--- src/hw/awsc_consts.vh ---
// Constants for the area wait-state controller: register offsets, field
// positions, reset values, memory type codes and area codes.
// Assumes inclusion by bare name from the design files under hw/.
//
// Function
// Area 3 normal memory: codes 00-11 insert 0-3 waits; 00 ignores wait; reset 11.
// Area 3 wait input sampled only for normal memory, never for DRAM/SDRAM/PSRAM.
// Area 3 DRAM/SDRAM/PSRAM: codes 00-11 give 1,1,2,3 cycles; reset 11.
// One shared two-bit field at bits 4:3 serves both area 1 and area 2.
// Areas 1 and 2 honour wait input only as normal memory, not DRAM/SDRAM.
// Area 4 field bits 9:7 selects wait count; code 000 inserts none, ignores wait.
// Areas 1-2 field maps codes like area 3 in both modes; reset 11.
`ifndef AWSC_CONSTS_VH
`define AWSC_CONSTS_VH

`define AWSC_ADDR_W 4
`define AWSC_OFS_WAIT_CTRL 4'h0
`define AWSC_OFS_MEM_TYPE 4'h1
`define AWSC_OFS_STATUS 4'h2
`define AWSC_OFS_LAST 4'h3

`define AWSC_A4_HI 9
`define AWSC_A4_LO 7
`define AWSC_A3_HI 6
`define AWSC_A3_LO 5
`define AWSC_A12_HI 4
`define AWSC_A12_LO 3

`define AWSC_A4_RESET 3'h7
`define AWSC_A3_RESET 2'h3
`define AWSC_A12_RESET 2'h3
`define AWSC_TYPE_RESET 4'h0

`define AWSC_TYPE_NORMAL 2'h0
`define AWSC_TYPE_DRAM 2'h1
`define AWSC_TYPE_SDRAM 2'h2
`define AWSC_TYPE_PSRAM 2'h3

`define AWSC_AREA_1 3'h1
`define AWSC_AREA_2 3'h2
`define AWSC_AREA_3 3'h3
`define AWSC_AREA_4 3'h4

`define AWSC_CNT_W 4
`define AWSC_EXT_W 8

`endif

--- src/hw/awsc_area_wait_ctrl.v ---
// Area wait-state controller: holds the wait control fields of areas 1-4,
// the memory type of areas 1-3, and times each access to areas 1-4.
// Assumes the requester is on ref_clk; the wait pin is asynchronous.
`timescale 1ns/100ps
`include "awsc_consts.vh"
module awsc_area_wait_ctrl #(
	parameter ADDR_W = `AWSC_ADDR_W,
	parameter CNT_W = `AWSC_CNT_W,
	parameter EXT_W = `AWSC_EXT_W
) (
	input wire ref_clk,
	input wire reset,
	input wire clk_en,
	input wire [ADDR_W-1:0] reg_addr,
	input wire [15:0] reg_wdata,
	input wire reg_wr,
	input wire reg_rd,
	output reg [15:0] reg_rdata,
	input wire acc_req,
	input wire [2:0] acc_area,
	input wire ext_wait_n,
	output wire acc_ready,
	output wire acc_busy,
	output reg [CNT_W-1:0] acc_waits,
	output reg [1:0] acc_cas_period,
	output reg acc_mem_dram,
	output reg acc_wait_honoured
);
	localparam ST_IDLE = 1'b0;
	localparam ST_RUN = 1'b1;
	// A sized literal cannot be part-selected, so the reset code is named first
	localparam [3:0] TYPE_RST = `AWSC_TYPE_RESET;

	// Register fields
	reg [2:0] area4_wait_reg;
	reg [1:0] area3_wait_reg;
	reg [1:0] area12_wait_reg;
	reg [1:0] area3_type_reg;
	reg [1:0] area12_type_reg;

	// Access state
	reg state_reg;
	reg state_next;
	reg [2:0] cur_area_reg;
	reg [EXT_W-1:0] ext_cnt_reg;
	reg [EXT_W-1:0] ext_cnt_next;
	reg [EXT_W-1:0] last_ext_reg;
	reg [2:0] last_area_reg;
	reg last_dram_reg;

	// Wait pin synchroniser
	reg wait_meta_reg;
	reg wait_sync_reg;

	// Decode of the pending request
	reg [CNT_W-1:0] req_cycles;
	reg req_dram;
	reg req_wait_en;
	reg req_valid;
	reg [1:0] req_period;

	wire wr_ctrl;
	wire wr_type;
	wire start;
	wire hold;
	wire expired;
	wire [CNT_W-1:0] cnt_value;
	wire wait_asserted;

	assign wr_ctrl = reg_wr && (reg_addr == `AWSC_OFS_WAIT_CTRL);
	assign wr_type = reg_wr && (reg_addr == `AWSC_OFS_MEM_TYPE);

	// Two flops before anything looks at the asynchronous wait pin
	always @(posedge ref_clk) begin
		if (reset) begin
			wait_meta_reg <= 1'b0;
			wait_sync_reg <= 1'b0;
		end else if (clk_en) begin
			wait_meta_reg <= ~ext_wait_n;
			wait_sync_reg <= wait_meta_reg;
		end
	end
	assign wait_asserted = wait_sync_reg;

	// Field write and reset values
	always @(posedge ref_clk) begin
		if (reset) begin
			area4_wait_reg <= `AWSC_A4_RESET;
			area3_wait_reg <= `AWSC_A3_RESET;
			area12_wait_reg <= `AWSC_A12_RESET;
		end else if (clk_en && wr_ctrl) begin
			area4_wait_reg <= reg_wdata[`AWSC_A4_HI:`AWSC_A4_LO];
			area3_wait_reg <= reg_wdata[`AWSC_A3_HI:`AWSC_A3_LO];
			area12_wait_reg <= reg_wdata[`AWSC_A12_HI:`AWSC_A12_LO];
		end
	end

	always @(posedge ref_clk) begin
		if (reset) begin
			area3_type_reg <= TYPE_RST[1:0];
			area12_type_reg <= TYPE_RST[3:2];
		end else if (clk_en && wr_type) begin
			area3_type_reg <= reg_wdata[1:0];
			area12_type_reg <= reg_wdata[3:2];
		end
	end

	// Normal-memory wait count for a two-bit field
	function [CNT_W-1:0] waits2;
		input [1:0] code;
		begin
			waits2 = {{(CNT_W-2){1'b0}}, code};
		end
	endfunction

	// Strobe period for DRAM-like memory: 00 and 01 both give one cycle
	function [1:0] period2;
		input [1:0] code;
		begin
			if (code == 2'h0) begin
				period2 = 2'h1;
			end else begin
				period2 = code;
			end
		end
	endfunction

	function [CNT_W-1:0] waits3;
		input [2:0] code;
		begin
			case (code)
				3'h0: waits3 = 4'h0;
				3'h1: waits3 = 4'h1;
				3'h2: waits3 = 4'h2;
				3'h3: waits3 = 4'h3;
				3'h4: waits3 = 4'h4;
				3'h5: waits3 = 4'h6;
				3'h6: waits3 = 4'h8;
				3'h7: waits3 = 4'ha;
				default: waits3 = 4'h0;
			endcase
		end
	endfunction

	// Area 3 knows four types; areas 1-2 have no pseudo-SRAM, so code 3 there
	// behaves as normal memory.
	always @* begin
		req_valid = 1'b1;
		req_dram = 1'b0;
		req_wait_en = 1'b0;
		req_period = 2'h0;
		req_cycles = {CNT_W{1'b0}};
		case (acc_area)
			`AWSC_AREA_1, `AWSC_AREA_2: begin
				// Both areas read the single shared field
				if (area12_type_reg == `AWSC_TYPE_DRAM || area12_type_reg == `AWSC_TYPE_SDRAM) begin
					req_dram = 1'b1;
					req_period = period2(area12_wait_reg);
					req_cycles = {{(CNT_W-2){1'b0}}, req_period};
				end else begin
					req_cycles = waits2(area12_wait_reg);
					req_wait_en = (area12_wait_reg != 2'h0);
				end
			end
			`AWSC_AREA_3: begin
				if (area3_type_reg != `AWSC_TYPE_NORMAL) begin
					req_dram = 1'b1;
					req_period = period2(area3_wait_reg);
					req_cycles = {{(CNT_W-2){1'b0}}, req_period};
				end else begin
					req_cycles = waits2(area3_wait_reg);
					req_wait_en = (area3_wait_reg != 2'h0);
				end
			end
			`AWSC_AREA_4: begin
				req_cycles = waits3(area4_wait_reg);
				req_wait_en = (area4_wait_reg != 3'h0);
			end
			default: begin
				// Areas 0, 5, 6 and 7 are timed elsewhere
				req_valid = 1'b0;
			end
		endcase
	end

	assign start = acc_req && req_valid && (state_reg == ST_IDLE);

	// The wait pin counts only when the running access honours it
	assign hold = acc_wait_honoured && wait_asserted;

	awsc_wait_timer #(
		.CNT_W(CNT_W)
	) u_timer (
		.ref_clk(ref_clk),
		.reset(reset),
		.clk_en(clk_en),
		.load(start),
		.load_val(req_cycles),
		.active(state_reg == ST_RUN),
		.hold(hold),
		.count(cnt_value),
		.expired(expired)
	);

	always @* begin
		state_next = state_reg;
		case (state_reg)
			ST_IDLE: begin
				if (start) begin
					state_next = ST_RUN;
				end
			end
			ST_RUN: begin
				if (expired) begin
					state_next = ST_IDLE;
				end
			end
			default: begin
				state_next = ST_IDLE;
			end
		endcase
	end

	// Cycles added by the wait pin, saturating so a stuck pin cannot wrap it
	always @* begin
		ext_cnt_next = ext_cnt_reg;
		if (start) begin
			ext_cnt_next = {EXT_W{1'b0}};
		end else if (state_reg == ST_RUN && cnt_value == {CNT_W{1'b0}} && hold &&
			ext_cnt_reg != {EXT_W{1'b1}}) begin
			ext_cnt_next = ext_cnt_reg + {{(EXT_W-1){1'b0}}, 1'b1};
		end
	end

	always @(posedge ref_clk) begin
		if (reset) begin
			state_reg <= ST_IDLE;
			cur_area_reg <= 3'h0;
			ext_cnt_reg <= {EXT_W{1'b0}};
			acc_waits <= {CNT_W{1'b0}};
			acc_cas_period <= 2'h0;
			acc_mem_dram <= 1'b0;
			acc_wait_honoured <= 1'b0;
		end else if (clk_en) begin
			state_reg <= state_next;
			ext_cnt_reg <= ext_cnt_next;
			if (start) begin
				cur_area_reg <= acc_area;
				acc_waits <= req_dram ? {CNT_W{1'b0}} : req_cycles;
				acc_cas_period <= req_period;
				acc_mem_dram <= req_dram;
				acc_wait_honoured <= req_wait_en;
			end
		end
	end

	// Summary of the most recent finished access
	always @(posedge ref_clk) begin
		if (reset) begin
			last_ext_reg <= {EXT_W{1'b0}};
			last_area_reg <= 3'h0;
			last_dram_reg <= 1'b0;
		end else if (clk_en && expired) begin
			last_ext_reg <= ext_cnt_reg;
			last_area_reg <= cur_area_reg;
			last_dram_reg <= acc_mem_dram;
		end
	end

	assign acc_ready = expired;
	assign acc_busy = (state_reg == ST_RUN);

	// Read data stand only in the cycle after the strobe; bits of the areas
	// not held here read as zero.
	always @(posedge ref_clk) begin
		if (reset) begin
			reg_rdata <= 16'h0000;
		end else if (clk_en) begin
			reg_rdata <= 16'h0000;
			if (reg_rd) begin
				case (reg_addr)
					`AWSC_OFS_WAIT_CTRL: begin
						reg_rdata[`AWSC_A4_HI:`AWSC_A4_LO] <= area4_wait_reg;
						reg_rdata[`AWSC_A3_HI:`AWSC_A3_LO] <= area3_wait_reg;
						reg_rdata[`AWSC_A12_HI:`AWSC_A12_LO] <= area12_wait_reg;
					end
					`AWSC_OFS_MEM_TYPE: begin
						reg_rdata[3:0] <= {area12_type_reg, area3_type_reg};
					end
					`AWSC_OFS_STATUS: begin
						reg_rdata[0] <= acc_busy;
						reg_rdata[1] <= acc_mem_dram;
						reg_rdata[2] <= acc_wait_honoured;
						reg_rdata[3] <= wait_asserted;
						reg_rdata[6:4] <= cur_area_reg;
						reg_rdata[11:8] <= cnt_value;
					end
					`AWSC_OFS_LAST: begin
						reg_rdata[7:0] <= last_ext_reg;
						reg_rdata[10:8] <= last_area_reg;
						reg_rdata[11] <= last_dram_reg;
					end
					default: begin
						reg_rdata <= 16'h0000;
					end
				endcase
			end
		end
	end
endmodule

--- src/hw/awsc_wait_timer.v ---
// Down counter that times one access: loaded with the cycle count, then held
// at zero while the wait input extends the access.
// Assumes load and hold come from logic on ref_clk.
`timescale 1ns/100ps
module awsc_wait_timer #(
	parameter CNT_W = 4
) (
	input wire ref_clk,
	input wire reset,
	input wire clk_en,
	input wire load,
	input wire [CNT_W-1:0] load_val,
	input wire active,
	input wire hold,
	output wire [CNT_W-1:0] count,
	output wire expired
);
	reg [CNT_W-1:0] cnt_reg;
	reg [CNT_W-1:0] cnt_next;

	always @* begin
		cnt_next = cnt_reg;
		if (load) begin
			cnt_next = load_val;
		end else if (active && cnt_reg != {CNT_W{1'b0}}) begin
			cnt_next = cnt_reg - {{(CNT_W-1){1'b0}}, 1'b1};
		end
	end

	always @(posedge ref_clk) begin
		if (reset) begin
			cnt_reg <= {CNT_W{1'b0}};
		end else if (clk_en) begin
			cnt_reg <= cnt_next;
		end
	end

	assign count = cnt_reg;
	// The wait input only stretches the access once the programmed waits ran out
	assign expired = active && (cnt_reg == {CNT_W{1'b0}}) && !hold;
endmodule

--- config.mk ---
export PLATFORM = sky130hd
export DESIGN_NAME = awsc_area_wait_ctrl
export DESIGN_NICKNAME = d
export VERILOG_FILES = /design/src/hw/awsc_area_wait_ctrl.v /design/src/hw/awsc_wait_timer.v
export VERILOG_INCLUDE_DIRS = /design/src /design/src/hw
export SDC_FILE = /design/constraint.sdc
export NUM_CORES = 1
export LEC_CHECK = 0
export ABC_AREA = 1
export BUFFER_PORTS_ARGS = -buffer_cell sky130_fd_sc_hd__buf_2
export CAP_MARGIN = 20
export CORE_ASPECT_RATIO = 1.25
export CORE_UTILIZATION = 57
export DETAILED_ROUTE_END_ITERATION = 16
export GPL_TIMING_DRIVEN = 0
export PLACE_DENSITY_LB_ADDON = 0.12
export RECOVER_POWER = 25
export SLEW_MARGIN = 40
export SYNTH_ARGS = -nofsm -noshare
export SYNTH_HDL_FRONTEND = slang
export SYNTH_SLANG_ARGS = --single-unit
export TNS_END_PERCENT = 100
--- constraint.sdc ---
create_clock -name ref_clk -period 3.3 [get_ports ref_clk]
set_input_delay 0.66 -clock ref_clk [delete_from_list [all_inputs] [get_ports ref_clk]]
set_output_delay 0.66 -clock ref_clk [all_outputs]
set_load 0.01 [all_outputs]
==> results of run 1 <==
## final timing paths
check	slack, ns	depth (start not counted)	start	endpoint
worst max-delay path	1.09	5	u_timer.count[0]	acc_ready
worst min-delay path	0.45	2	acc_cas_period[0]	acc_cas_period[0]
worst max register to register	1.50	8	u_timer.count[0]	last_ext_reg[1]
worst min register to register	0.45	2	acc_cas_period[0]	acc_cas_period[0]
## cell families (layout without fill, tap and decap cells)
| group | after synthesis | count (layout) | share of synthesized area (%) |
|---|---|---|---|
| compound gates | 93 | 93 | 15.76 |
| xor+xnor | 1 | 1 | 0.2738 |
| fa+ha+maj | 3 | 3 | 1.173 |
| buf+inv | 66 | 126 | 8.604 |
| flops | 65 | 65 | 40.67 |
| other cells | 1 | 4 | 0.1172 |
| simple gates | 233 | 233 | 33.40 |
## area by class of cell
cell class | instances | share of cell area, %
tap | 64 | 2.174
clock inverter | 4 | 1.359
inverter | 49 | 4.993
buffer | 17 | 2.446
sequential | 65 | 35.33
multi-input combinational | 334 | 43.68
timing repair buffer | 44 | 5.537
clock buffer | 12 | 4.484
## cells in the mapped netlist (all sizes together), types with 3 or more instances
library cell,number
a21oi,43
o21ai,34
nor2,55
o22ai,3
dfxtp,65
buf,7
inv,49
nand3,37
o31ai,3
nand4,8
nand2,131
ha,3
clkbuf,10
o211ai,8
## critical path, cell delays in order (launching register included)
cell	delay, ns
dfxtp_1	0.30
inv_1	0.19
ha_1	0.24
nand4_4	0.18
nor2_4	0.15
buf_2	0.15
## report_power, final
part	internal (W)	switching [W]
clock	0.000409	0.000320
combinational	0.0000593	0.000121
sequential	0.000803	0.0000140
total	0.00127	0.000455
## stage by stage
step                      setup WS [ns]  power [W]  area (µm²)  utilization, %
after global routing             0.9912   0.001781        3684           68.15
after global placement            1.396   0.001010        3511           64.95
after detailed placement          1.355   0.001014        3511           64.95
final                             1.094   0.001726        3684           68.15
after CTS                         1.081   0.001731        3726           68.94
after floorplan                   1.709  0.0009538        3211               -
## layer usage
metal | GRT usage [%] | wire length [µm] | up-vias
li1 | - | - | 1609
met3 | 5.640 | 484 | 33
met4 | 17.63 | 382 | 0
met2 | 51.99 | 4161 | 118
met1 | 36.32 | 3503 | 1476
met5 | 0 | 0 | -
==> impl_metrics.csv, run 1 <==
group,metric,value,unit
critical_path,required,2.64,ns
logic_synthesis,synth-edff-count,0,
die,dieArea,5918,µm²
logic_synthesis,syn_avg_cell_area,6.925,µm²
cells_and_area,multiInputGateArea,1609,µm²
critical_path,cp_max_fo,7,
timing,slew_headroom,62.11,%
grt,grt_pass1_wl,14090,µm
logic_synthesis,syn_inst,462,
cells_and_area,seqCellArea,1301,µm²
logic_synthesis,yosys.area.top_type,"dfxtp_1",
grt,gr-usage-all-layers,30.64,%
place,gp_congestion,0.9696,
drt,wire_per_inst,14.48,µm
logic_synthesis,synth_seq_area_share,40.67,%
clock_network,htree_levels,3,
cells_and_area,num-fill-cells,518,
critical_path,arrival,1.55,ns
drt,drcViolationCount,0,
logic_synthesis,yosysWarnings,0,
die,initial_core_util,59.19,%
timing,tightest_slew,0.5684,ns
die,core,5405,µm²
clock_network,cts_resized,0,
grt,grt_overflow,0,
critical_path,path_class,"reg -> out",
clock_network,cts.clk_slew.worst_paths,0.07,ns
timing,fin_crit_sh,66.86,%
clock_network,cts_made_buffers,9,
place,place_inst,573,
timing,setup_viol,0,
clock_network,hold_buffers,0,
hold_path,worstHoldPathType,"reg -> reg",
timing,holdWs,0.4495,ns
critical_path,cp-start-kind,"flop",
cells_and_area,largest_register_ffs,12,
cells_and_area,layoutNonFillerInstCount,589,
pwr,p_leak,1.638,nW
pwr,vdd_drop_max,0.3670,mV
cells_and_area,nNetsFinal,553,
cells_and_area,layout_commonest_cell,"nand2_1",
drt,via_per_inst,5.494,
clock_network,cts_tree,"done",
logic_synthesis,synth_area_leaders,"dfxtp_1 41%, nand2_1 15%, a21oi_1 6.7%, nor2_1 5.6%, nand3_1 5.3%",
run_status,status,"completed",
logic_synthesis,synth-async-reset-ratio,0,%
die,rows,30,
drt,routed_wl,8531,µm
place,dp_hpwl,6265,µm
timing,fin_crit,2.207,ns
logic_synthesis,syn_area,3199,µm²
logic_synthesis,synth.distinct_cells,32,
logic_synthesis,synth_flop_cell,"dfxtp_1",
drt,route.vias.total,3236,
clock_network,cts_root_buffer,"clkbuf_8",
drt,dr.pass1.iters,5,
logic_synthesis,ys_ff_latch,65,
grt,grt_pass1_vias,2999,
grt,grt_max_degree,12,
clock_network,clk_latency,0.35,ns
clock_network,post_cts_buffers,0,
logic_synthesis,yosysTopAreaCellShare,40.67,%
cells_and_area,num_antenna_cells,0,
timing,finClkSkew,0.009872,ns
cells_and_area,layout_common_cells,"127 x nand2_1, 65 x dfxtp_1, 51 x nor2_1, 43 x a21oi_1, 42 x inv_1",
timing,fmax,453.2,MHz
cells_and_area,area_growth,15.13,%
job,maxCapViolCount,0,
grt,antenna_found_initial,0,
die,die_y,85.76,µm
timing,rsz0062_at_grt,"no",
clock_network,clkSinkCount,65,
drt,drtIter0Drc,296,
die,die_width,69.01,µm
pwr,pwr_density_cell,468.6,nW/µm²
timing,tns,0,ns
critical_path,end_kind,"output pin",
timing,maxSlewViolCount,0,
drt,ant_nets,0,
clock_network,cts_max_path_buffers,2,
cells_and_area,drive_above_1_share,14.29,%
die,io_pins,56,
place,port_buffers,44,
timing,hold_viol_final,0,
(Power assumes the default switching activity.)
==> run 2: changes to the inputs <==
--- a/config.mk
+++ b/config.mk
@@ -10,7 +10,7 @@
 export BUFFER_PORTS_ARGS = -buffer_cell sky130_fd_sc_hd__buf_2
 export CAP_MARGIN = 20
 export CORE_ASPECT_RATIO = 1.25
-export CORE_UTILIZATION = 57
+export CORE_UTILIZATION = 56
 export DETAILED_ROUTE_END_ITERATION = 16
 export GPL_TIMING_DRIVEN = 0
 export PLACE_DENSITY_LB_ADDON = 0.12
==> constraint.sdc (replaced) <==
create_clock -name ref_clk -period 2.2 [get_ports ref_clk]
set_input_delay 0.44 -clock ref_clk [delete_from_list [all_inputs] [get_ports ref_clk]]
set_output_delay 0.44 -clock ref_clk [all_outputs]
set_load 0.01 [all_outputs]
==> run 2 against run 1 <==
Compared with the run above: worst setup slack lost 0.89 ns; final cell count is 0.34% lower; sequential power increased by 51%; first-iteration DRC count fell by 19%; hold slack got worse by 0.17 ns.
==> impl_metrics.csv, run 2 (same netlist as run 1, synthesis figures left out) <==
group,metric,value,unit
run_status,status,"completed",
clock_network,cts_made_buffers,9,
die,rows,30,
cells_and_area,largest_register_ffs,12,
clock_network,cts.clk_slew.worst_paths,0.07,ns
grt,grt_overflow,0,
timing,maxSlewViolCount,0,
timing,rsz0062_at_grt,"no",
die,dieArea,6021,µm²
critical_path,end_kind,"output pin",
die,die_y,86.51,µm
grt,grt_pass1_vias,2961,
critical_path,crit_chain,"inv_1 -> ha_1 -> nand4_4 -> nor2_4 -> buf_2",
critical_path,reg2reg_slack,0.36,ns
critical_path,slowest_delay,0.30,ns
grt,grt_max_degree,11,
clock_network,clkSinkCount,65,
timing,fin_crit,1.995,ns
cells_and_area,num-fill-cells,507,
timing,hold_viol_final,0,
hold_path,holdPathStages,2,
timing,tightest_slew,0.6036,ns
clock_network,cts_tree,"done",
grt,antenna_found_initial,0,
grt,gr-usage-all-layers,29.85,%
critical_path,worstRegToRegCells,8,
clock_network,cts_max_path_buffers,2,
drt,dr.pass1.iters,5,
cells_and_area,area_growth,14.24,%
timing,slew_headroom,59.76,%
cells_and_area,nNetsFinal,553,
critical_path,cp_max_fo,6,
clock_network,cts_root_buffer,"clkbuf_8",
timing,worst_slack,0.2052,ns
critical_path,critical-path-top-delay-family,"simple AND/OR/NAND/NOR gates",
cells_and_area,num_antenna_cells,0,
pwr,p_leak,1.616,nW
die,initial_core_util,58.38,%
place,dp_hpwl,6349,µm
critical_path,rr_endpoint,"last_ext_reg[0]",
critical_path,r2r-start,"u_timer.count[1]",
timing,setup_viol,0,
clock_network,htree_levels,3,
clock_network,hold_buffers,0,
drt,via_per_inst,5.424,
die,core,5480,µm²
timing,tns,0,ns
critical_path,path_class,"reg -> out",
place,port_buffers,44,
cells_and_area,layout_commonest_cell,"nand2_1",
clock_network,cts_resized,0,
pwr,vdd_drop_max,0.4170,mV
drt,drtIter0Drc,241,
timing,fmax,501.3,MHz
timing,finClkSkew,0.007283,ns
drt,route.vias.total,3184,
critical_path,critical_path.slowest_cell,"dfxtp_1",
die,die_width,69.61,µm
critical_path,required,1.76,ns
timing,fin_crit_sh,90.67,%
hold_path,hold_path_end,"wait_meta_reg",
clock_network,clk_latency,0.35,ns
cells_and_area,seqCellArea,1301,µm²
hold_path,worstHoldPathType,"in -> reg",
drt,routed_wl,8487,µm
critical_path,cp-start-kind,"flop",
clock_network,post_cts_buffers,0,
grt,grt_pass1_wl,13900,µm
drt,ant_nets,0,
hold_path,hp-start,"ext_wait_n",
critical_path,cp.depth,5,
place,gp_congestion,0.9761,
cells_and_area,drive_above_1_share,13.77,%
drt,wire_per_inst,14.46,µm
drt,drcViolationCount,0,
pwr,power,0.002486,W
critical_path,arrival,1.55,ns
place,dpl_worst_slack,0.3856,ns
pwr,pwr_density_cell,680.1,nW/µm²
die,io_pins,56,
job,maxCapViolCount,0,
critical_path,cp_num_buf_inv,2,
cells_and_area,layout_common_cells,"127 x nand2_1, 65 x dfxtp_1, 50 x nor2_1, 43 x a21oi_1, 41 x inv_1",
cells_and_area,multiInputGateArea,1617,µm²
==> run 2: final cells by class <==
type,count,area share (%)
Buffer,17,2.465
Clock buffer,10,3.766
Clock inverter,4,1.232
Inverter,49,5.033
Multi-Input combinational cell,334,44.23
Sequential cell,65,35.60
Tap cell,64,2.191
Timing Repair Buffer,44,5.478
==> run 2: through the flow <==
stage	instance area (µm²)	util, %	hold slack, ns	instances
3_3_place_gp	3511	64.06	0.4279	573
5_1_grt	3655	66.69	0.2815	587
6_report	3655	66.69	0.2762	587
2_1_floorplan	3211	-	0.4245	465
4_1_cts	3694	67.40	0.2670	587
3_5_place_dp	3511	64.06	0.4287	573
==> run 2: worst max path at each step <==
stage          slack (ns)        startpoint              end
2_1_floorplan        0.69  u_timer.count[0]  last_ext_reg[7]
3_3_place_gp         0.44  u_timer.count[0]  last_ext_reg[0]
3_5_place_dp         0.39  u_timer.count[0]  last_ext_reg[1]
4_1_cts              0.19  u_timer.count[0]        acc_ready
5_1_grt              0.08       reg_addr[3]             flop
6_report             0.21  u_timer.count[1]        acc_ready
==> run 2: worst register-to-register path, cell delays in order, from the launching register on <==
cell and delay, ns:
dfxtp_1 0.30, inv_1 0.19, ha_1 0.24, nand4_4 0.18, nor2_4 0.16, nand2_2 0.10, clkbuf_1 0.25, o21ai_0 0.26
nor2_1 0.07
==> run 2: routing by layer <==
layer | track usage, % | up-vias | part of all wire, %
li1 | - | 1605 | -
met1 | 35.42 | 1467 | 42
met2 | 51.90 | 92 | 50
met3 | 5.698 | 20 | 5.0
met4 | 14.29 | 0 | 2.9
met5 | 0 | - | 0
==> run 2: report_power, final <==
group | total (W) | internal [W] | switching, W | leakage, nW
Sequential | 0.00123 | 0.00121 | 0.0000204 | 0.526
Combinational | 0.000271 | 0.0000894 | 0.000181 | 0.992
Clock | 0.000990 | 0.000535 | 0.000454 | 0.0978
Total | 0.00249 | 0.00183 | 0.000656 | 1.62
==> run 3: changes to the inputs <==
--- a/config.mk
+++ b/config.mk
@@ -7,7 +7,7 @@
 export NUM_CORES = 1
 export LEC_CHECK = 0
 export ABC_AREA = 1
-export BUFFER_PORTS_ARGS = -buffer_cell sky130_fd_sc_hd__buf_2
+export BUFFER_PORTS_ARGS = -buffer_cell sky130_fd_sc_hd__buf_4
 export CAP_MARGIN = 20
 export CORE_ASPECT_RATIO = 1.25
 export CORE_UTILIZATION = 56
==> run 3 against run 2 <==
Compared with the run above: design area up 3.6%; non-clock buffer count unchanged; fmax down 2.2%; clock skew about the same; sequential share of layout area down 1.2 points; worst setup slack worse by 0.046 ns; core utilization up 2.4 points; critical path type unchanged; critical endpoint unchanged.
==> impl_metrics.csv, run 3 (same netlist as run 1, synthesis figures left out) <==
group,metric,value,unit
drt,routed_wl,8686,µm
grt,grt_overflow,0,
drt,route.vias.total,3160,
cells_and_area,layout_common_cells,"127 x nand2_1, 65 x dfxtp_1, 50 x nor2_1, 43 x a21oi_1, 41 x inv_1",
critical_path,cp-start-kind,"flop",
die,io_pins,56,
place,dp_hpwl,6432,µm
clock_network,hold_buffers,0,
timing,maxSlewViolCount,0,
cells_and_area,area_growth,18.30,%
grt,antenna_found_initial,0,
hold_path,worstHoldPathType,"in -> reg",
clock_network,cts_max_path_buffers,2,
drt,dr.pass1.iters,6,
die,core,5480,µm²
die,rows,30,
pwr,power,0.002767,W
timing,rsz0062_at_grt,"no",
critical_path,end_kind,"output pin",
cells_and_area,drive_above_1_share,14.10,%
grt,grt_pass1_vias,2981,
drt,drcViolationCount,0,
cells_and_area,layout_commonest_cell,"nand2_1",
run_status,status,"completed",
critical_path,cp_max_fo,7,
timing,setup_viol,0,
drt,wire_per_inst,14.75,µm
grt,gr-usage-all-layers,30.27,%
clock_network,cts.clk_slew.worst_paths,0.08,ns
timing,fin_crit,2.040,ns
critical_path,rr_endpoint,"last_ext_reg[0]",
cells_and_area,nNetsFinal,553,
timing,slew_headroom,59.67,%
timing,fin_crit_sh,92.74,%
critical_path,reg2reg_slack,0.32,ns
die,initial_core_util,58.38,%
clock_network,clkSinkCount,65,
critical_path,crit_chain,"inv_1 -> ha_1 -> nand4_4 -> nor2_4 -> buf_4",
place,port_buffers,44,
die,die_width,69.61,µm
grt,grt_max_degree,13,
pwr,vdd_drop_max,0.4423,mV
cells_and_area,num_antenna_cells,0,
clock_network,cts_resized,0,
timing,fmax,490.1,MHz
clock_network,htree_levels,3,
clock_network,clk_latency,0.36,ns
clock_network,cts_root_buffer,"clkbuf_8",
clock_network,cts_tree,"done",
critical_path,critical_path.slowest_cell,"dfxtp_1",
critical_path,path_class,"reg -> out",
timing,finClkSkew,0.007219,ns
critical_path,required,1.76,ns
job,maxCapViolCount,0,
clock_network,cts_made_buffers,9,
critical_path,arrival,1.60,ns
drt,ant_nets,0,
critical_path,startpoint,"u_timer.count[0]",
die,dieArea,6021,µm²
drt,drtIter0Drc,309,
drt,via_per_inst,5.365,
critical_path,crit_path_end,"acc_ready",
critical_path,r2r-start,"u_timer.count[0]",
pwr,pwr_density_cell,730.9,nW/µm²
grt,grt_pass1_wl,14050,µm
cells_and_area,largest_register_ffs,12,
timing,hold_viol_final,0,
critical_path,slowest_delay,0.30,ns
timing,tightest_slew,0.6050,ns
critical_path,worstRegToRegCells,8,
clock_network,post_cts_buffers,0,
pwr,p_leak,1.653,nW
timing,tns,0,ns
place,gp_congestion,0.9868,
die,die_y,86.51,µm
==> run 3: cell count changes in the layout (fill, tap and decap cells not counted), moves of 2 or more <==
cell,before,now
clkinvlp_4,0,2
bufinv_16,1,3
buf_2,28,0
clkinv_2,3,1
buf_4,5,33
==> run 3: power by group <==
part / internal (W) / switching, W / leakage, nW
Clock: 0.000752 / 0.000505 / 0.115
Sequential: 0.00120 / 0.0000215 / 0.526
Combinational: 0.000102 / 0.000182 / 1.01
==> run 3: worst min-delay path by stage <==
stage | startpoint | to | slack [ns] | cells after the start
after detailed placement | last_ext_reg[7] | last_ext_reg[7] | 0.44 | 2
after global placement | acc_waits[2] | acc_waits[2] | 0.44 | 2
after floorplan | last_ext_reg[7] | last_ext_reg[7] | 0.42 | 2
after CTS | ext_wait_n | wait_meta_reg | 0.27 | 2
after global routing | ext_wait_n | wait_meta_reg | 0.26 | 2
final | ext_wait_n | wait_meta_reg | 0.26 | 2
==> run 3: layer usage <==
layer	GRT usage (%)	vias up	share of wire (%)
met3	5.000	20	4.2
met2	52.52	86	50
met1	35.71	1442	43
met4	16.51	0	3.0
met5	0	-	0
li1	-	1612	-
==> run 3: final cells by class <==
| type | count | area, µm² |
|---|---|---|
| multi-input combinational | 334 | 1617 |
| clock inverter | 7 | 118.9 |
| clock buffer | 9 | 123.9 |
| fill | 501 | 1695 |
| timing repair buffer | 44 | 270.3 |
| tap | 64 | 80.08 |
| inverter | 49 | 183.9 |
| sequential | 65 | 1301 |
| buffer | 17 | 90.09 |
==> run 3: worst max-delay path: cells and delay by family, from the launching register on <==
kind          cells  cell delay, ns
simple gates      2            0.34
flops             1            0.30
fa+ha+maj         1            0.24
buf+inv           2            0.35
==> run 3: metrics by stage <==
| stage | setup WS [ns] | instances | cell area (µm²) | utilization, % | hold WS [ns] |
|---|---|---|---|---|---|
| after floorplan | 0.6946 | 465 | 3211 | - | 0.4245 |
| after global placement | 0.4227 | 573 | 3621 | 66.07 | 0.4356 |
| after detailed placement | 0.4026 | 573 | 3621 | 66.07 | 0.4414 |
| after CTS | 0.1832 | 589 | 3864 | 70.50 | 0.2666 |
| after global routing | 0.08664 | 589 | 3785 | 69.06 | 0.2615 |
| final | 0.1597 | 589 | 3785 | 69.06 | 0.2635 |
